[config.mk]
export PLATFORM = sky130hd
export DESIGN_NAME = timer16_waveform_mode_control
export DESIGN_NICKNAME = d
export VERILOG_FILES = /design/src/rtl/timer16_pkg.sv /design/src/rtl/timer16_waveform_mode_control.sv
export SDC_FILE = /design/constraint.sdc
export NUM_CORES = 1
export LEC_CHECK = 0
export ABC_AREA = 1
export ABC_CLOCK_PERIOD_IN_PS = 2420
export BUFFER_PORTS_ARGS = -buffer_cell sky130_fd_sc_hd__buf_2
export CAP_MARGIN = 20
export CORE_MARGIN = 10
export CORE_UTILIZATION = 57
export DETAILED_ROUTE_END_ITERATION = 6
export GPL_TIMING_DRIVEN = 0
export PLACE_DENSITY = 0.77
export SLEW_MARGIN = 20
export SYNTH_ARGS = -nofsm -noshare
export SYNTH_HDL_FRONTEND = slang
export SYNTH_SLANG_ARGS = --single-unit
[constraint.sdc]
create_clock -name ref_clk_i -period 2.42 [get_ports ref_clk_i]
set_input_delay 0 -clock ref_clk_i [delete_from_list [all_inputs] [get_ports ref_clk_i]]
set_output_delay 0 -clock ref_clk_i [all_outputs]
set_load 0.05 [all_outputs]
[src/rtl/timer16_pkg.sv]
package timer16_pkg;

	// ----------------------------------------------------------------
	// Register map (byte addresses on the plain register port)
	// ----------------------------------------------------------------
	localparam logic [7:0]  ADDR_CTRL_A    = 8'h80;
	localparam logic [7:0]  ADDR_CTRL_B    = 8'h81;
	localparam logic [7:0]  ADDR_CMP_A_LO  = 8'h88;
	localparam logic [7:0]  ADDR_CMP_A_HI  = 8'h89;
	localparam logic [7:0]  ADDR_CMP_B_LO  = 8'h8a;
	localparam logic [7:0]  ADDR_CMP_B_HI  = 8'h8b;
	localparam logic [7:0]  ADDR_CAPT_LO   = 8'h86;
	localparam logic [7:0]  ADDR_CAPT_HI   = 8'h87;
	localparam logic [7:0]  ADDR_COUNT_LO  = 8'h84;
	localparam logic [7:0]  ADDR_COUNT_HI  = 8'h85;
	localparam logic [7:0]  ADDR_STATUS    = 8'h96;

	// ----------------------------------------------------------------
	// Field layout and reset values
	// ----------------------------------------------------------------
	localparam int          CA_OM_A_LSB    = 6;
	localparam int          CA_OM_B_LSB    = 4;
	localparam int          CA_WM_LSB      = 0;
	localparam int          CB_WM_LSB      = 3;
	localparam int          CB_SEL_LSB     = 0;
	localparam logic [7:0]  CTRL_A_WMASK   = 8'hf3;
	localparam logic [7:0]  CTRL_B_WMASK   = 8'h1f;
	localparam logic [7:0]  CTRL_RESET     = 8'h00;
	localparam int          ST_OVF_BIT     = 0;
	localparam int          ST_CMA_BIT     = 1;
	localparam int          ST_CMB_BIT     = 2;

	// ----------------------------------------------------------------
	// Counter limits and prescaler
	// ----------------------------------------------------------------
	localparam logic [15:0] CNT_BOTTOM     = 16'h0000;
	localparam logic [15:0] CNT_MAX        = 16'hffff;
	localparam logic [15:0] TOP_8BIT       = 16'h00ff;
	localparam logic [15:0] TOP_9BIT       = 16'h01ff;
	localparam logic [15:0] TOP_10BIT      = 16'h03ff;
	localparam int          PRESCALE_W     = 10;
	localparam logic [9:0]  DIV8_MASK      = 10'h007;
	localparam logic [9:0]  DIV64_MASK     = 10'h03f;
	localparam logic [9:0]  DIV256_MASK    = 10'h0ff;
	localparam logic [9:0]  DIV1024_MASK   = 10'h3ff;

	// ----------------------------------------------------------------
	// Encodings
	// ----------------------------------------------------------------
	typedef enum logic [2:0] {
		SEL_STOP    = 3'b000,
		SEL_DIV1    = 3'b001,
		SEL_DIV8    = 3'b010,
		SEL_DIV64   = 3'b011,
		SEL_DIV256  = 3'b100,
		SEL_DIV1024 = 3'b101,
		SEL_EXT_FALL = 3'b110,
		SEL_EXT_RISE = 3'b111
	} tick_sel_e;

	typedef enum logic [1:0] {
		OM_OFF    = 2'b00,
		OM_TOGGLE = 2'b01,
		OM_CLEAR  = 2'b10,
		OM_SET    = 2'b11
	} out_mode_e;

	typedef enum logic [1:0] {
		KIND_NONPWM = 2'b00,
		KIND_FAST   = 2'b01,
		KIND_PHASE  = 2'b10,
		KIND_PFC    = 2'b11
	} mode_kind_e;

	localparam logic [3:0]  WM_NORMAL      = 4'h0;
	localparam logic [3:0]  WM_PC_8BIT     = 4'h1;
	localparam logic [3:0]  WM_PC_9BIT     = 4'h2;
	localparam logic [3:0]  WM_PC_10BIT    = 4'h3;
	localparam logic [3:0]  WM_FAST_8BIT   = 4'h5;
	localparam logic [3:0]  WM_FAST_9BIT   = 4'h6;
	localparam logic [3:0]  WM_FAST_10BIT  = 4'h7;
	localparam logic [3:0]  WM_CTC_CMP     = 4'h4;
	localparam logic [3:0]  WM_CTC_CAPT    = 4'hc;
	localparam logic [3:0]  WM_PFC_CAPT    = 4'h8;
	localparam logic [3:0]  WM_PFC_CMP     = 4'h9;
	localparam logic [3:0]  WM_PC_CAPT     = 4'ha;
	localparam logic [3:0]  WM_PC_CMP      = 4'hb;
	localparam logic [3:0]  WM_FAST_CAPT   = 4'he;
	localparam logic [3:0]  WM_FAST_CMP    = 4'hf;

endpackage : timer16_pkg

[src/rtl/timer16_waveform_mode_control.sv]
`timescale 1ns/1ps

// Notes on behaviour
// RULE_01: Synchronous counter; tick is one-cycle enable.
// RULE_02: Frequency-correct modes load compares at BOTTOM.
// RULE_03: Nonzero output mode overrides pin per channel.
// RULE_04: Pin driven only when direction selects output.
// RULE_05: Output mode meaning depends on mode kind.
// RULE_06: Non-PWM: off, toggle, clear, set on match.
// RULE_07: Fast PWM: 10 non-inverting, 11 inverting.
// RULE_08: Fast PWM toggle A only modes 14/15.
// RULE_09: Fast PWM compare equal TOP: only BOTTOM action.
// RULE_10: Dual-slope 10: clear up, set down.
// RULE_11: Dual-slope 11: set up, clear down.
// RULE_12: Dual-slope toggle A only modes 9/11.
// RULE_13: Mode low bits in control A 1:0.
// RULE_14: Normal/CLEAR_ON_MATCH_MODE tops, immediate update, flag at MAX.
// RULE_15: Phase correct tops, update TOP, flag BOTTOM.
// RULE_16: Modes 8/9 update and flag at BOTTOM.
// RULE_17: Fast PWM tops, update BOTTOM, flag TOP.
// RULE_18: Software never programs reserved mode 13.
// RULE_19: Control A bits 3:2 read zero.
// RULE_20: Mode high bits in control B 4:3.
// RULE_21: Tick select: stop, prescales, external edges.
// RULE_22: Dual-slope counts BOTTOM to TOP and back.
module timer16_waveform_mode_control
	import timer16_pkg::*;
(
	// Clock and reset
	input  wire logic       ref_clk_i,
	input  wire logic       rst_i,
	// Register port
	input  wire logic [7:0] reg_addr_i,
	input  wire logic [7:0] reg_wdata_i,
	input  wire logic       reg_write_i,
	input  wire logic       reg_read_i,
	output logic      [7:0] reg_rdata_o,
	// Pins
	input  wire logic       ext_count_i,
	input  wire logic       capture_evt_i,
	input  wire logic       dir_out_a_i,
	input  wire logic       dir_out_b_i,
	output logic            compare_out_a_o,
	output logic            compare_out_b_o,
	output logic            pin_override_a_o,
	output logic            pin_override_b_o,
	output logic            pin_drive_en_a_o,
	output logic            pin_drive_en_b_o
);

	// ----------------------------------------------------------------
	// State
	// ----------------------------------------------------------------
	typedef struct packed {
		logic [7:0]            ctrl_a;
		logic [7:0]            ctrl_b;
		logic [15:0]           count;
		logic                  down;
		logic [15:0]           cmp_a;
		logic [15:0]           cmp_b;
		logic [15:0]           buf_a;
		logic [15:0]           buf_b;
		logic [15:0]           capt;
		logic [7:0]            temp;
		logic                  out_a;
		logic                  out_b;
		logic [2:0]            flags;
		logic [PRESCALE_W-1:0] pre;
		logic [2:0]            ext_sync;
		logic [7:0]            rdata;
	} state_s;

	state_s q, d;

	logic [3:0]  wm;
	mode_kind_e  kind;
	logic [15:0] top;
	logic        tick, at_top, at_bottom, match_a, match_b, ignore_a, ignore_b;
	logic        upd_now, tov_set;
	out_mode_e   om_a, om_b;

	// ----------------------------------------------------------------
	// Mode decode
	// ----------------------------------------------------------------
	always_comb
	begin
		wm = {q.ctrl_b[CB_WM_LSB +: 2], q.ctrl_a[CA_WM_LSB +: 2]}; // RULE_13 RULE_20
		om_a = out_mode_e'(q.ctrl_a[CA_OM_A_LSB +: 2]);
		om_b = out_mode_e'(q.ctrl_a[CA_OM_B_LSB +: 2]);
		case (wm)
			WM_PC_8BIT, WM_PC_9BIT, WM_PC_10BIT, WM_PC_CAPT, WM_PC_CMP:
				kind = KIND_PHASE; // RULE_15
			WM_PFC_CAPT, WM_PFC_CMP:                  kind = KIND_PFC;   // RULE_16
			WM_FAST_8BIT, WM_FAST_9BIT, WM_FAST_10BIT, WM_FAST_CAPT, WM_FAST_CMP:
				kind = KIND_FAST; // RULE_17
			default:                                   kind = KIND_NONPWM;
		endcase
		// Reserved mode 13 falls to normal counting
		case (wm)
			WM_PC_8BIT, WM_FAST_8BIT:                     top = TOP_8BIT;
			WM_PC_9BIT, WM_FAST_9BIT:                     top = TOP_9BIT;
			WM_PC_10BIT, WM_FAST_10BIT:                   top = TOP_10BIT;
			WM_CTC_CMP, WM_PFC_CMP, WM_PC_CMP, WM_FAST_CMP: top = q.cmp_a; // RULE_14
			WM_CTC_CAPT, WM_PFC_CAPT, WM_PC_CAPT, WM_FAST_CAPT: top = q.capt;
			default:                                      top = CNT_MAX;
		endcase
	end

	// ----------------------------------------------------------------
	// Tick select
	// ----------------------------------------------------------------
	always_comb
	begin
		case (tick_sel_e'(q.ctrl_b[CB_SEL_LSB +: 3])) // RULE_21
			SEL_DIV1:     tick = 1'b1;
			SEL_DIV8:     tick = (q.pre & DIV8_MASK) == DIV8_MASK;
			SEL_DIV64:    tick = (q.pre & DIV64_MASK) == DIV64_MASK;
			SEL_DIV256:   tick = (q.pre & DIV256_MASK) == DIV256_MASK;
			SEL_DIV1024:  tick = q.pre == DIV1024_MASK;
			SEL_EXT_FALL: tick = q.ext_sync[2] & ~q.ext_sync[1];
			SEL_EXT_RISE: tick = ~q.ext_sync[2] & q.ext_sync[1];
			default:      tick = 1'b0;
		endcase
	end

	// ----------------------------------------------------------------
	// Next state
	// ----------------------------------------------------------------
	always_comb
	begin
		d = q;
		d.pre = q.pre + 1'b1;
		d.ext_sync = {q.ext_sync[1:0], ext_count_i};
		at_top = q.count == top;
		at_bottom = q.count == CNT_BOTTOM;
		match_a = q.count == q.cmp_a;
		match_b = q.count == q.cmp_b;
		ignore_a = (kind == KIND_FAST) && (q.cmp_a == top) && om_a[1]; // RULE_09
		ignore_b = (kind == KIND_FAST) && (q.cmp_b == top) && om_b[1]; // RULE_09
		upd_now = 1'b0;
		tov_set = 1'b0;

		// Capture is off while the capture register sets TOP
		if (capture_evt_i && !(wm inside {WM_CTC_CAPT, WM_PFC_CAPT, WM_PC_CAPT, WM_FAST_CAPT}))
		begin
			d.capt = q.count;
		end

		// Counter and waveform run only on a tick
		if (tick) // RULE_01
		begin
			case (kind)
				KIND_NONPWM:
				begin
					d.count = (at_top && wm != WM_NORMAL) ? CNT_BOTTOM : q.count + 1'b1;
					tov_set = q.count == CNT_MAX; // RULE_14
					if (match_a)
					begin
						case (om_a) // RULE_06
							OM_TOGGLE: d.out_a = ~q.out_a;
							OM_CLEAR:  d.out_a = 1'b0;
							OM_SET:    d.out_a = 1'b1;
							default:   d.out_a = q.out_a;
						endcase
					end
					if (match_b)
					begin
						case (om_b) // RULE_06
							OM_TOGGLE: d.out_b = ~q.out_b;
							OM_CLEAR:  d.out_b = 1'b0;
							OM_SET:    d.out_b = 1'b1;
							default:   d.out_b = q.out_b;
						endcase
					end
				end
				KIND_FAST:
				begin
					d.count = at_top ? CNT_BOTTOM : q.count + 1'b1;
					tov_set = at_top; // RULE_17
					upd_now = at_top;
					if (at_top)
					begin
						// Counter wraps to BOTTOM: set or clear action
						if (om_a[1]) d.out_a = ~om_a[0]; // RULE_07
						if (om_b[1]) d.out_b = ~om_b[0]; // RULE_07
					end
					if (match_a && !ignore_a)
					begin
						if (om_a[1]) d.out_a = om_a[0]; // RULE_07
						else if (om_a == OM_TOGGLE && wm inside {WM_FAST_CAPT, WM_FAST_CMP})
							d.out_a = ~q.out_a; // RULE_08
					end
					if (match_b && !ignore_b && om_b[1]) d.out_b = om_b[0]; // RULE_07
				end
				default:
				begin
					// Dual slope: BOTTOM up to TOP then down to BOTTOM
					if (at_top) d.down = 1'b1; // RULE_22
					else if (at_bottom) d.down = 1'b0;
					d.count = (at_top || (q.down && !at_bottom)) ? q.count - 1'b1
					                                             : q.count + 1'b1;
					tov_set = at_bottom; // RULE_15 RULE_16
					upd_now = (kind == KIND_PFC) ? at_bottom : at_top; // RULE_02 RULE_15
					if (match_a)
					begin
						if (om_a[1]) d.out_a = om_a[0] ^ d.down; // RULE_10 RULE_11
						else if (om_a == OM_TOGGLE && wm inside {WM_PFC_CMP, WM_PC_CMP})
							d.out_a = ~q.out_a; // RULE_12
					end
					if (match_b && om_b[1]) d.out_b = om_b[0] ^ d.down; // RULE_10 RULE_11
				end
			endcase
			if (tov_set) d.flags[ST_OVF_BIT] = 1'b1;
			if (match_a) d.flags[ST_CMA_BIT] = 1'b1;
			if (match_b) d.flags[ST_CMB_BIT] = 1'b1;
			if (upd_now)
			begin
				d.cmp_a = q.buf_a;
				d.cmp_b = q.buf_b;
			end
		end

		// Register writes; high bytes go through the shared temp
		d.rdata = 8'h00;
		if (reg_write_i)
		begin
			if (reg_addr_i == ADDR_CTRL_A)
				d.ctrl_a = reg_wdata_i & CTRL_A_WMASK; // RULE_19
			else if (reg_addr_i == ADDR_CTRL_B)
				d.ctrl_b = reg_wdata_i & CTRL_B_WMASK; // RULE_20
			else if (reg_addr_i == ADDR_CMP_A_HI || reg_addr_i == ADDR_CMP_B_HI ||
			         reg_addr_i == ADDR_CAPT_HI || reg_addr_i == ADDR_COUNT_HI)
				d.temp = reg_wdata_i;
			else if (reg_addr_i == ADDR_CMP_A_LO)
				d.buf_a = {q.temp, reg_wdata_i};
			else if (reg_addr_i == ADDR_CMP_B_LO)
				d.buf_b = {q.temp, reg_wdata_i};
			else if (reg_addr_i == ADDR_CAPT_LO)
				d.capt = {q.temp, reg_wdata_i};
			else if (reg_addr_i == ADDR_COUNT_LO)
				d.count = {q.temp, reg_wdata_i};
			else if (reg_addr_i == ADDR_STATUS)
				d.flags = d.flags & ~(reg_wdata_i[2:0] & ~{match_b & tick, match_a & tick,
				                                          tov_set});
		end
		// Non-PWM modes load compare values at once
		if (kind == KIND_NONPWM) // RULE_14
		begin
			d.cmp_a = d.buf_a;
			d.cmp_b = d.buf_b;
		end
		if (reg_read_i)
		begin
			if (reg_addr_i == ADDR_CTRL_A)
				d.rdata = q.ctrl_a;
			else if (reg_addr_i == ADDR_CTRL_B)
				d.rdata = q.ctrl_b;
			else if (reg_addr_i == ADDR_CMP_A_LO)
				d.rdata = q.buf_a[7:0];
			else if (reg_addr_i == ADDR_CMP_A_HI)
				d.rdata = q.buf_a[15:8];
			else if (reg_addr_i == ADDR_CMP_B_LO)
				d.rdata = q.buf_b[7:0];
			else if (reg_addr_i == ADDR_CMP_B_HI)
				d.rdata = q.buf_b[15:8];
			else if (reg_addr_i == ADDR_CAPT_LO)
				d.rdata = q.capt[7:0];
			else if (reg_addr_i == ADDR_CAPT_HI)
				d.rdata = q.capt[15:8];
			else if (reg_addr_i == ADDR_COUNT_LO)
				d.rdata = q.count[7:0];
			else if (reg_addr_i == ADDR_COUNT_HI)
				d.rdata = q.count[15:8];
			else if (reg_addr_i == ADDR_STATUS)
				d.rdata = {5'h00, q.flags};
		end
	end

	always_ff @(posedge ref_clk_i)
	begin
		if (rst_i)
		begin
			q <= '0;
		end
		else
		begin
			q <= d;
		end
	end

	// ----------------------------------------------------------------
	// Outputs
	// ----------------------------------------------------------------
	logic conn_a, conn_b;

	always_comb
	begin
		// Toggle code in PWM kinds connects channel A only in listed modes
		conn_a = (om_a != OM_OFF); // RULE_03 RULE_05
		if (om_a == OM_TOGGLE && kind == KIND_FAST)
			conn_a = wm inside {WM_FAST_CAPT, WM_FAST_CMP}; // RULE_08
		else if (om_a == OM_TOGGLE && kind != KIND_NONPWM)
			conn_a = wm inside {WM_PFC_CMP, WM_PC_CMP}; // RULE_12
		conn_b = (om_b != OM_OFF) && !(om_b == OM_TOGGLE && kind != KIND_NONPWM); // RULE_03
	end

	assign reg_rdata_o      = q.rdata;
	assign compare_out_a_o  = q.out_a;
	assign compare_out_b_o  = q.out_b;
	assign pin_override_a_o = conn_a;
	assign pin_override_b_o = conn_b;
	assign pin_drive_en_a_o = conn_a & dir_out_a_i; // RULE_04
	assign pin_drive_en_b_o = conn_b & dir_out_b_i; // RULE_04

endmodule : timer16_waveform_mode_control

Yosys cells after proc, flatten, opt, wreduce, memory -nomap -nowiden
Memory sizes are Yosys's and may differ from the RTL's.
Cells that the tools add are included.
W data, S select, Z words.
Word-level totals
  bits in registers: 142
  input port bits: 24
  ROM bits: 32
  latch bits: 0
  memory bits (writable): 0
  output and inout port bits: 14
  memories: 1
  word-level logic and storage cells: 235
Operators by class
  div/mod/pow operators: 0
  order comparisons: 0
  eq/ne operators: 56
  reduce and logical (&&, ||, !) cells: 55
  muxes and demuxes: 81
  $add $sub $neg: 3
  bitwise gates (word level): 22
  shift operators: 0
  multiply operators: 0
Memories
  (no name shown): words 16, bits a word 2, rd ports 1, clocked after Yosys merged registers in 0, write ports 0, RTL line timer16_waveform_mode_control.sv:90  | case (wm)
Operator list (count)
  $mux W16: 16
  $mux W56: 3
  $eq A8 B8 Y1 const B: 12
  $mux W32: 3
  $mux W8: 11
  $eq A16 B16 Y1: 5
  $pmux W16 S5: 1
  $mux W49: 1
  $mux W48: 1
  $mux W3: 11
  $pmux W16 S2: 1
  $eq A4 B4 Y1 const B: 7
  $mux W1: 26
  $logic_and A1 B1 Y1: 17
  $add A16 B1 Y16 const B: 1
  $eq A16 B16 Y1 const B: 1
  $eq A4 B3 Y1 const B: 4
  $logic_not A16 Y1: 1
  $reduce_bool A2 Y1: 8
  $sub A16 B1 Y16 const B: 1
  $eq A3 B3 Y1 const B: 5
  $reduce_bool A4 Y1: 3
  $add A10 B1 Y10 const B: 1
  $eq A10 B10 Y1 const B: 1
  32 further kinds: 76

Depth between registers and ports, before layout
Gate-level depths: netlist of the first run.
  depth in word-level cells: 20
  mapped depth: 22
  mapped depth without buffers: 21

Worst setup path after synthesis of the first run
OpenSTA, ideal clock, no wires.
  path kind: reg-to-output
  start point: register q[135] (netlist bit)
  end point: output port pin_drive_en_b_o
  setup slack: -0.768 ns
  stages on the path, launching flop included: 10
  arrival time: 3.188 ns
  required time: 2.420 ns
  buffers on the path: 1
  path through: dfxtp_1 -> inv_1 -> nor3_1 -> nor2_2 -> inv_2 -> nor3_4 -> inv_2 -> clkbuf_1 -> o21ai_0 -> and2_1
Between the ends
  word-level cells in the longest chain between the ends: 6
Ends and longest elaborated chain
  start, declared: RTL line timer16_waveform_mode_control.sv:73  | state_s q, d;
  start signal, assigned: RTL line timer16_waveform_mode_control.sv:283  | q <= '0;
  start signal, assigned: RTL line timer16_waveform_mode_control.sv:287  | q <= d;
  $mem_v2 Z16 W2
  $reduce_bool A2 Y1: RTL line timer16_waveform_mode_control.sv:304  | conn_b = (om_b != OM_OFF) && !(om_b == OM_TOGGLE && kind != KIND_NONPWM);
  $logic_and A1 B1 Y1: RTL line timer16_waveform_mode_control.sv:304
  $logic_not A1 Y1: RTL line timer16_waveform_mode_control.sv:304
  $logic_and A1 B1 Y1: RTL line timer16_waveform_mode_control.sv:304
  named net pin_override_b_o: RTL line timer16_waveform_mode_control.sv:46  | output logic pin_override_b_o,
  $and A1 B1 Y1: RTL line timer16_waveform_mode_control.sv:313  | assign pin_drive_en_b_o = conn_b & dir_out_b_i;
  end, declared: RTL line timer16_waveform_mode_control.sv:48  | output logic pin_drive_en_b_o
The timed path passes the listed nets, and every way through them passes these cells.

Worst setup path after layout of the first run
  start point: register q[127] (netlist bit)
  end point: register q[93] (netlist bit)
Between the ends
  word-level cells in the longest chain between the ends: 6
  elaborated cells between the ends (all ways): 7
  classes of those cells: eq/ne (1); mux (3); reduce/logical (3)
Ends and longest elaborated chain
  $eq A16 B16 Y1 / $logic_not A16 Y1 (equally long branches): RTL line timer16_waveform_mode_control.sv:134, timer16_waveform_mode_control.sv:135
  $mux W1: RTL line timer16_waveform_mode_control.sv:203  | upd_now = (kind == KIND_PFC) ? at_bottom : at_top;
  $pmux W1 S2 (*): RTL line timer16_waveform_mode_control.sv:152  | case (kind)
  $mux W1 (*): RTL line timer16_waveform_mode_control.sv:150  | if (tick)
  $reduce_bool A2 Y1 (no source line) (*)
  $reduce_and A2 Y1 (no source line) (*)
Mark *: on every way between the ends. The rest lies on a longest branch, timed or not. The select of a mux whose other input is x is not followed.
A chain may end at the register's enable or synchronous reset.

==> results of run 1 <==
## tightest hold or removal path, stage by stage
cell and delay (ns):
buf_2 0.11, nor4_2 0.06, inv_1 0.05, nor2_1 0.05, nand2_1 0.05, a21oi_1 0.06
## cell type report
class	count	area share, %
Timing Repair Buffer	107	7.64
Sequential cell	142	23.5
Clock inverter	13	1.11
Buffer	70	4.11
Inverter	172	5.60
Antenna cell	1	0.0205
Multi-Input combinational cell	1059	52.2
Clock buffer	19	3.63
Tap cell	216	2.21
## sequential cells by signal, indices dropped and copies added (netlist names)
register and flops:
d 2, om_b 2, reg_rdata_o 8, om_a 2, q 126, compare_out_a_o 1, compare_out_b_o 1
## kinds of logic after synthesis
kind of cell | synth area share [%]
AND/OR/NAND/NOR | 31.9
AO/OA/AOI/OAI | 20.6
buffers and inverters | 11.1
flip-flops | 30.6
XOR/XNOR | 4.62
multiplexers | 0.646
adder cells (fa/ha/maj) | 0.539
## power by group through the flow
stage                     registers [W]  logic [W]  clock network (W)
after floorplan                 0.00241   0.000163                  0
after global placement          0.00242   0.000287                  0
after detailed placement        0.00242   0.000288                  0
after CTS                       0.00236   0.000339            0.00261
after global routing            0.00236   0.000405            0.00271
final                           0.00236   0.000390            0.00264
## metrics by stage
step	area (µm²)	util, %	cells	worst slack [ns]
after global routing	12200	76.6	1798	-0.348
final	12200	76.6	1799	-0.308
after CTS	11600	72.5	1788	-0.124
after detailed placement	9750	61.1	1701	-0.938
after floorplan	9300	-	1449	0.0398
after global placement	9750	61.1	1701	-0.916
## worst paths after layout
kind                       from  slack [ns]             end  depth (start not counted)
hold / removal    reg_addr_i[3]      -0.003  reg_rdata_o[7]                          6
setup / recovery         q[127]       -0.31           q[93]                         12
hold reg to reg            d[9]        0.43           d[10]                          2
setup reg to reg         q[127]       -0.31           q[93]                         12
## per-layer routing
layer | share of wire (%) | GRT usage, % | vias up
met5 | 0 | 0 | -
met4 | 8.3 | 21.4 | 0
met3 | 13 | 10.5 | 255
met2 | 42 | 55.0 | 915
met1 | 37 | 43.2 | 5123
li1 | - | - | 5049
## repair_timing
| action | CTS | global route |
|---|---|---|
| endpoints found under the setup margin | 56 | 55 |
| endpoints found under the hold margin | 16 | 0 |
| gates cloned | 5 | 2 |
| gates resized for setup | 188 | 135 |
| pin swaps | 39 | 52 |
| buffers inserted | 45 | 9 |
| hold buffers | 10 | 0 |
## cells in the final DEF, fill, tap and decap left out, drive strengths merged, types with 9 or more instances in the layout
cell           n
a211oi        22
nand2        310
nand4         35
xnor2         23
nor2         185
a21oi         94
xor2          26
nor3          38
clkinv        10
inv          171
clkbuf        62
dlygate4sd3   10
o21ai        173
dfxtp        142
o211ai         9
nand3         88
buf          123
==> run_results.csv, run 1 <==
group,metric,value,unit
critical_path,critPathCaptureType,"flop",
logic_synthesis,synth_top_cell_area_share,30.6,%
finish,fill_cells,1203,
drt,wirelength,41300,µm
critical_path,crit_type,"flop to flop",
global_route,antenna_found_initial,0,
critical_path,crit_top_cell,"nand2_4",
drt,firstDrtPassIters,7,
power_and_ir_drop,vdd_drop_max,0.000502,V
power_and_ir_drop,clockPowerShare,48.9,%
power_and_ir_drop,total_power,0.00539,W
logic_synthesis,yosys-top-cells-count,"287 x nand2_1, 176 x nor2_1, 168 x o21ai_0",
sta,slew_viol_final,0,
critical_path,cp_cell_sequence,"clkinvlp_4 -> nand2_4 -> nand2_4 -> nor2_2 -> nand2_2 -> nor2_4 -> nand2_4 -> nand3_4 -> nand2_8 -> clkbuf_16 -> nor3_2 -> a211oi_4",
drt,vias,11300,
place,gp_congestion,1.05,
power_and_ir_drop,p_int,0.00393,W
die,ios,38,
power_and_ir_drop,powerDensity,441,nW/µm²
finish,seq_area,2870,µm²
critical_path,worst_ep_arrival_time,3.01,ns
die,rows,46,
power_and_ir_drop,leakage,4.99,nW
power_and_ir_drop,switching_share,27.0,%
die,die_w,148,µm
cts,cts_tree,"done",
sta,fmax,367,MHz
cts,clk_pin_slew,0.07,ns
drt,via_per_inst,6.30,
global_route,track_usage,35.7,%
logic_synthesis,async_flop_share,0,%
global_route,grt_pass1_vias,10500,
cts,root_buffer,"clkbuf_16",
logic_synthesis,syn_avg_cell_area,6.41,µm²
global_route,grt_pass1_wl,59900,µm
critical_path,slowest_stage,"dfxtp_1",
die,fp.dieH,148,µm
finish,drive_above_1_share,24.6,%
finish,finalNetCount,1597,
hold_path,holdCritPathClass,"input port to flop",
power_and_ir_drop,pwr-share-comb,7.2,%
critical_path,path_delay_family,"simple AND/OR/NAND/NOR gates",
die,initial_core_util,58.3,%
cts,clk-insertion-delay-late,0.43,ns
sta,hold_viol_final,1,
critical_path,worstSetupStartpointType,"flop",
power_and_ir_drop,p_sw,0.00146,W
sta,worst_pin_slew,1.20,ns
logic_synthesis,yosys.area.top_type,"dfxtp_1",
logic_synthesis,synthFlopType,"dfxtp_1",
die,die-area,21800,µm²
logic_synthesis,synth-seq-cells,142,
finish,area_delta_synth_final,31.5,%
critical_path,path_buf_inv,2,
global_route,grt-ovfl-total,0,
run_status,violations,"DRC, hold timing, setup timing",
sta,period_minus_slack,2.73,ns
logic_synthesis,synth_area_leaders,"dfxtp_1 31%, nand2_1 12%, o21ai_0 9.0%",
cts,cts_buffers,17,
place,io_buffer_count,36,
sta,rsz0062_at_grt,"true",
logic_synthesis,synthMostInstantiatedCell,"nand2_1",
sta,fin_hold_ws,-0.00323,ns
die,placeableCoreArea,15900,µm²
critical_path,required,2.70,ns
logic_synthesis,synth_warnings,0,
finish,multi_input_area,6380,µm²
logic_synthesis,synth-edff-count,0,
sta,setup_viol,51,
drt,wl_per_cell,23.0,µm
cts,h-tree-depth,4,
sta,setup_ws,-0.308,ns
drt,ant_nets,0,
cts,cts_sinks,142,
run_status,outcome,"finished with violations",
logic_synthesis,syn_area,9290,µm²
cts,cts_buffer_depth,2,
run,drv_cap,0,
drt,drtIter0Drc,1809,
sta,finalCritPeriodShare,113,%
logic_synthesis,syn_nets,1477,
critical_path,cp_max_fo,9,
sta,tns,-11.83,ns
logic_synthesis,ys_seq_area_share,30.6,%
drt,drc,8,
global_route,grt_max_degree,17,
sta,fin_worst_skew,0.00693,ns
logic_synthesis,synth_cells,1449,
critical_path,crit_path_max_incr_delay,0.70,ns
place,dp_hpwl,29800,µm
power_and_ir_drop,power.share.sequential,43.9,%
sta,max_slew_margin,20.0,%
logic_synthesis,synth_cell_types,48,
No activity file was read; power rests on OpenSTA's default activity.
==> run 2, diff against run 1 <==
--- a/config.mk
+++ b/config.mk
@@ -9,12 +9,15 @@
 export ABC_CLOCK_PERIOD_IN_PS = 2420
 export BUFFER_PORTS_ARGS = -buffer_cell sky130_fd_sc_hd__buf_2
 export CAP_MARGIN = 20
+export CELL_PAD_IN_SITES_DETAIL_PLACEMENT = 0
+export CELL_PAD_IN_SITES_GLOBAL_PLACEMENT = 1
 export CORE_MARGIN = 10
-export CORE_UTILIZATION = 57
+export CORE_UTILIZATION = 25
 export DETAILED_ROUTE_END_ITERATION = 6
 export GPL_TIMING_DRIVEN = 0
-export PLACE_DENSITY = 0.77
+export PLACE_DENSITY_LB_ADDON = 0.1
 export SLEW_MARGIN = 20
 export SYNTH_ARGS = -nofsm -noshare
 export SYNTH_HDL_FRONTEND = slang
 export SYNTH_SLANG_ARGS = --single-unit
+export TNS_END_PERCENT = 50
==> run 2 against run 1 <==
Effect of this change:
- the run ends with setup timing left
- sequential power about the same
- combinational power increased by 1%
- die area increased by 110%
- critical endpoint is now q[126]
- via count decreased by 8.8%
- largest cell class unchanged
==> run_results.csv, run 2 (synthesis results as in run 1) <==
group,metric,value,unit
run_status,outcome,"finished with violations",
run_status,violations,"setup timing",
cts,cts_buffer_depth,2,
power_and_ir_drop,powerDensity,461,nW/µm²
drt,vias,10300,
critical_path,crit_path_max_incr_delay,0.38,ns
drt,firstDrtPassIters,5,
place,placedCellCount,1953,
cts,clk_pin_slew,0.08,ns
place,io_buffer_count,36,
sta,max_slew_margin,26.7,%
sta,fin_worst_skew,0.0184,ns
critical_path,required,2.77,ns
hold_path,holdCritPathClass,"input port to flop",
finish,area_delta_synth_final,33.1,%
die,placeableCoreArea,36600,µm²
sta,worst_pin_slew,1.10,ns
sta,rsz0062_at_grt,"true",
die,initial_core_util,25.4,%
die,rows,70,
sta,setup_viol,52,
power_and_ir_drop,leakage,4.93,nW
critical_path,slowest_stage,"dfxtp_4",
critical_path,cp_max_fo,6,
drt,ant_nets,0,
critical_path,worst_ep_arrival_time,3.04,ns
finish,largest_reg_flops,126,
sta,slew_viol_final,0,
global_route,grt_pass1_vias,9814,
critical_path,reg2reg_slack,-0.27,ns
global_route,grt_pass1_wl,69700,µm
hold_path,hold-path-cell-count,3,
sta,finalCritPeriodShare,111,%
sta,hold_viol_final,0,
drt,drtIter0Drc,916,
cts,cts_buffers,17,
critical_path,crit_type,"flop to flop",
sta,fmax,372,MHz
die,die-area,45300,µm²
global_route,track_usage,21.5,%
drt,via_per_inst,5.06,
finish,drive_above_1_share,23.0,%
finish,largest_register,"q",
hold_path,hold_start,"reg_write_i",
critical_path,worstSetupStartpointType,"flop",
critical_path,cp_cell_sequence,"nor2_4 -> nand2_4 -> nand2_8 -> nand3_4 -> buf_4 -> nand4_1 -> nand2_1 -> nor2_1 -> nand2_2 -> nor2_4 -> buf_6 -> o211ai_1 -> nand2_4 -> nand2_4 -> buf_8 -> nand3_2 -> nand3_2 -> nand3_2 -> inv_2",
drt,drc,0,
cts,cts_tree,"done",
finish,finalNetCount,1590,
critical_path,r2r_end,"q[126]",
sta,period_minus_slack,2.69,ns
die,ios,38,
cts,clk-insertion-delay-late,0.46,ns
finish,final_cell_mix,"258 x nand2_1, 158 x nor2_1, 150 x inv_1, 139 x o21ai_0, 133 x dfxtp_1",
finish,fin_area,12400,µm²
finish,num_antenna_cells,0,
cts,root_buffer,"clkbuf_16",
critical_path,reg2reg_from,"q[139]",
cts,cts_sinks,142,
sta,tns,-8.69,ns
hold_path,min_to,"q[135]",
critical_path,ff2ff_path_depth,19,
drt,wirelength,48800,µm
global_route,grt-ovfl-total,0,
cts,h-tree-depth,4,
drt,wl_per_cell,23.9,µm
die,die_w,213,µm
run,drv_cap,0,
global_route,grt_max_degree,17,
power_and_ir_drop,vdd_drop_max,0.000509,V
critical_path,critPathCaptureType,"flop",
sta,setup_ws,-0.269,ns
place,gp_congestion,0.927,
place,dp_hpwl,38400,µm
global_route,antenna_found_initial,0,
finish,instances_no_fill,2043,
sta,fin_hold_ws,0.0463,ns
power_and_ir_drop,total_power,0.00570,W
place,dpl_cell_area,10100,µm²
die,fp.dieH,213,µm
finish,final_common_cell,"nand2_1",
-- run 2: worst max path at each step --
| stage | from | to | slack, ns |
|---|---|---|---|
| floorplan | q[135] | pin_drive_en_b_o | 0.04 |
| global placement | q[135] | q[109] | -1.42 |
| detailed placement | q[135] | q[109] | -1.43 |
| CTS | q[140] | q[126] | -0.27 |
| global route | q[139] | q[126] | -0.39 |
| finish | q[139] | q[126] | -0.27 |
-- run 2: what timing repair did --
item / 4_1_cts / 5_1_grt
endpoints found under the hold margin: 22 / 0
hold buffers: 13 / 0
gates resized for setup: 202 / 109
buffers inserted: 29 / 16
cloned: 3 / 3
endpoints found under the setup margin: 57 / 68
pin swaps: 34 / 40
-- run 2: worst max-delay path: cells and delay by family (launching register included) --
kind,cells,cell delay [ns]
simple gates,14,1.54
flops,1,0.38
compound gates,1,0.14
buf+inv,4,0.51
-- run 2: final cells by class --
cell class                 count  area (µm²)
clock buffer                  19         453
tap                          468         586
buffer                        70         517
timing repair buffer          99         787
multi-input combinational   1060        6280
fill                        4035       24200
inverter                     172         696
clock inverter                13         176
sequential                   142        2870
-- run 2: layer usage --
layer	GRT usage [%]	vias up	share of wire, %
li1	-	5037	-
met5	0	-	0
met2	33.4	276	44
met1	29.5	4972	48
met4	6.70	0	2.7
met3	3.74	54	5.3
-- run 2: power by group --
group | internal [W] | switching, W | leakage [nW]
logic | 0.000113 | 0.000281 | 3.48
clock network | 0.00170 | 0.00125 | 0.304
registers | 0.00235 | 0.0000156 | 1.15
-- run 2: metrics by stage --
stage / worst slack (ns) / utilization [%]
6_report: -0.269 / 33.8
5_1_grt: -0.387 / 33.8
4_1_cts: -0.265 / 32.1
3_5_place_dp: -1.43 / 27.5
3_3_place_gp: -1.42 / 27.5
2_1_floorplan: 0.0398 / -
==> run 3, diff against run 2 <==
--- a/config.mk
+++ b/config.mk
@@ -7,13 +7,13 @@
 export LEC_CHECK = 0
 export ABC_AREA = 1
 export ABC_CLOCK_PERIOD_IN_PS = 2420
-export BUFFER_PORTS_ARGS = -buffer_cell sky130_fd_sc_hd__buf_2
 export CAP_MARGIN = 20
 export CELL_PAD_IN_SITES_DETAIL_PLACEMENT = 0
 export CELL_PAD_IN_SITES_GLOBAL_PLACEMENT = 1
 export CORE_MARGIN = 10
 export CORE_UTILIZATION = 25
 export DETAILED_ROUTE_END_ITERATION = 6
+export DONT_BUFFER_PORTS = 1
 export GPL_TIMING_DRIVEN = 0
 export PLACE_DENSITY_LB_ADDON = 0.1
 export SLEW_MARGIN = 20
==> constraint.sdc (replaced) <==
create_clock -name ref_clk_i -period 2.42 [get_ports ref_clk_i]
set_input_delay 0.242 -clock ref_clk_i [delete_from_list [all_inputs] [get_ports ref_clk_i]]
set_output_delay 0.242 -clock ref_clk_i [all_outputs]
set_load 0.05 [all_outputs]
==> run 3 against run 2 <==
Effect of this change:
- the run ends with DRC, setup timing left
- via count about the same
- sequential share of layout area up 0.39 points
- combinational power down 5.8%
- total power down 0.53%
- worst setup slack worse by 0.075 ns
- clock-buffer cell count up 2
- non-clock buffer count down 29
- global-route usage up 0.82 points
- final cell count down 1.5%
- cell area down 1.7%
- first-iteration DRC count down 1.2%
- critical path depth up 2
- highest routed layer unchanged
==> run_results.csv, run 3 (synthesis results as in run 1) <==
group,metric,value,unit
finish,area_delta_synth_final,30.8,%
global_route,grt_max_degree,17,
place,dp_hpwl,38500,µm
sta,hold_viol_final,0,
critical_path,path_delay_family,"simple AND/OR/NAND/NOR gates",
hold_path,holdCritPathClass,"input port to flop",
power_and_ir_drop,powerDensity,467,nW/µm²
sta,finalCritPeriodShare,114,%
sta,worst_pin_slew,1.15,ns
sta,fmax,362,MHz
sta,max_slew_margin,23.6,%
global_route,grt-ovfl-total,0,
sta,setup_viol,54,
drt,firstDrtPassIters,7,
critical_path,ff2ff_path_depth,21,
finish,largest_register,"q",
critical_path,worstSetupStartpointType,"flop",
sta,slew_viol_final,0,
place,post-place-ws,-1.48,ns
drt,wirelength,50000,µm
sta,tns,-13.32,ns
die,rows,70,
finish,finalNetCount,1560,
finish,fill_cells,4075,
cts,clk_pin_slew,0.07,ns
critical_path,slowest_stage,"dfxtp_4",
run_status,violations,"DRC, setup timing",
die,placeableCoreArea,36600,µm²
finish,num_antenna_cells,0,
critical_path,path_buf_inv,4,
drt,via_per_inst,5.14,
critical_path,cp_max_fo,10,
drt,drc,1,
run,drv_cap,0,
drt,drtIter0Drc,905,
hold_path,hold-path-cell-count,2,
critical_path,cp_cell_sequence,"nor2_4 -> nand2_4 -> buf_6 -> nand3_4 -> buf_4 -> nand3_4 -> nand2_1 -> nand2_1 -> nor2_4 -> nand2_2 -> nor2_4 -> nand2_4 -> nand2_2 -> nand2_1 -> nand2_2 -> nand2_2 -> buf_8 -> nand3_2 -> nand3_2 -> nand3_2 -> inv_1",
finish,instances_no_fill,2013,
finish,final_util,33.2,%
power_and_ir_drop,total_power,0.00567,W
global_route,grt_pass1_vias,10200,
finish,final_cell_mix,"257 x nand2_1, 155 x nor2_1, 151 x inv_1, 140 x o21ai_0, 134 x dfxtp_1",
place,io_buffer_count,0,
cts,cts_buffers,17,
critical_path,crit_top_cell,"nand2_2",
finish,final_common_cell,"nand2_1",
place,gp_congestion,0.913,
critical_path,crit_cells,21,
die,die-area,45300,µm²
cts,h-tree-depth,4,
critical_path,critPathCaptureType,"flop",
sta,fin_worst_skew,0.0142,ns
global_route,grt_pass1_wl,72300,µm
critical_path,crit_path_max_incr_delay,0.38,ns
cts,cts_buffer_depth,2,
global_route,track_usage,22.3,%
place,placedCellCount,1917,
sta,rsz0062_at_grt,"true",
critical_path,crit_type,"flop to flop",
die,fp.dieH,213,µm
drt,ant_nets,0,
run_status,outcome,"finished with violations",
cts,root_buffer,"clkbuf_16",
critical_path,worst_ep_arrival_time,3.13,ns
die,initial_core_util,25.4,%
finish,drive_above_1_share,21.2,%
cts,clk-insertion-delay-late,0.47,ns
global_route,antenna_found_initial,0,
drt,wl_per_cell,24.8,µm
die,ios,38,
power_and_ir_drop,vdd_drop_max,0.000536,V
critical_path,required,2.78,ns
sta,setup_ws,-0.344,ns
cts,cts_tree,"done",
drt,vias,10300,
die,die_w,213,µm
cts,cts_sinks,142,
finish,largest_reg_flops,126,
power_and_ir_drop,leakage,4.73,nW
sta,period_minus_slack,2.76,ns
==> run 3: cell count changes in the layout (fill, tap and decap cells not counted), sizes merged, moves of 2 or more <==
cell and change:
buf -27, clkbuf +2, dlygate4sd3 -3, inv -3
==> run 3: through the flow <==
stage / instance area [µm²] / hold WS [ns]
after floorplan: 9310 / 0.349
after global placement: 9890 / 0.393
after detailed placement: 9900 / 0.395
after CTS: 12000 / 0.0114
after global routing: 12200 / 0.0456
final: 12200 / 0.0155
==> run 3: power by group <==
part	internal, W	total (W)	switching [W]	leakage (nW)
logic	0.000105	0.000371	0.000266	3.29
clock network	0.00169	0.00294	0.00125	0.296
registers	0.00235	0.00236	0.0000163	1.15
==> run 3: final cells by class <==
cell class | count | area [µm²] | share of cell area, %
Multi-Input combinational cell | 1059 | 6180 | 50.9
Sequential cell | 142 | 2870 | 23.6
Inverter | 172 | 697 | 5.73
Timing Repair Buffer | 69 | 683 | 5.62
Tap cell | 468 | 586 | 4.82
Buffer | 71 | 520 | 4.28
Clock buffer | 21 | 460 | 3.79
Clock inverter | 11 | 156 | 1.29
==> run 3: timing repair <==
item / CTS / global route
resized for setup: 258 / 26
cloned: 6 / 0
hold buffers: 10 / 0
endpoints found under the hold margin: 19 / 0
pin swaps: 37 / 19
setup buffers: 51 / 2
setup endpoints to repair: 68 / 75
==> run 3: path summary, 6_finish.rpt <==
check / start / to / slack (ns)
max: q[139] / q[126] / -0.34
min: reg_wdata_i[7] / q[73] / 0.02
max reg2reg: q[139] / q[126] / -0.34
min reg2reg: d[9] / d[10] / 0.40
==> run 3: metal layers <==
layer,track usage (%),share of wire [%],vias up
met3,3.27,5.8,50
li1,-,-,4980
met4,7.31,2.9,0
met2,35.4,45,338
met5,0,0,-
met1,30.3,46,4975
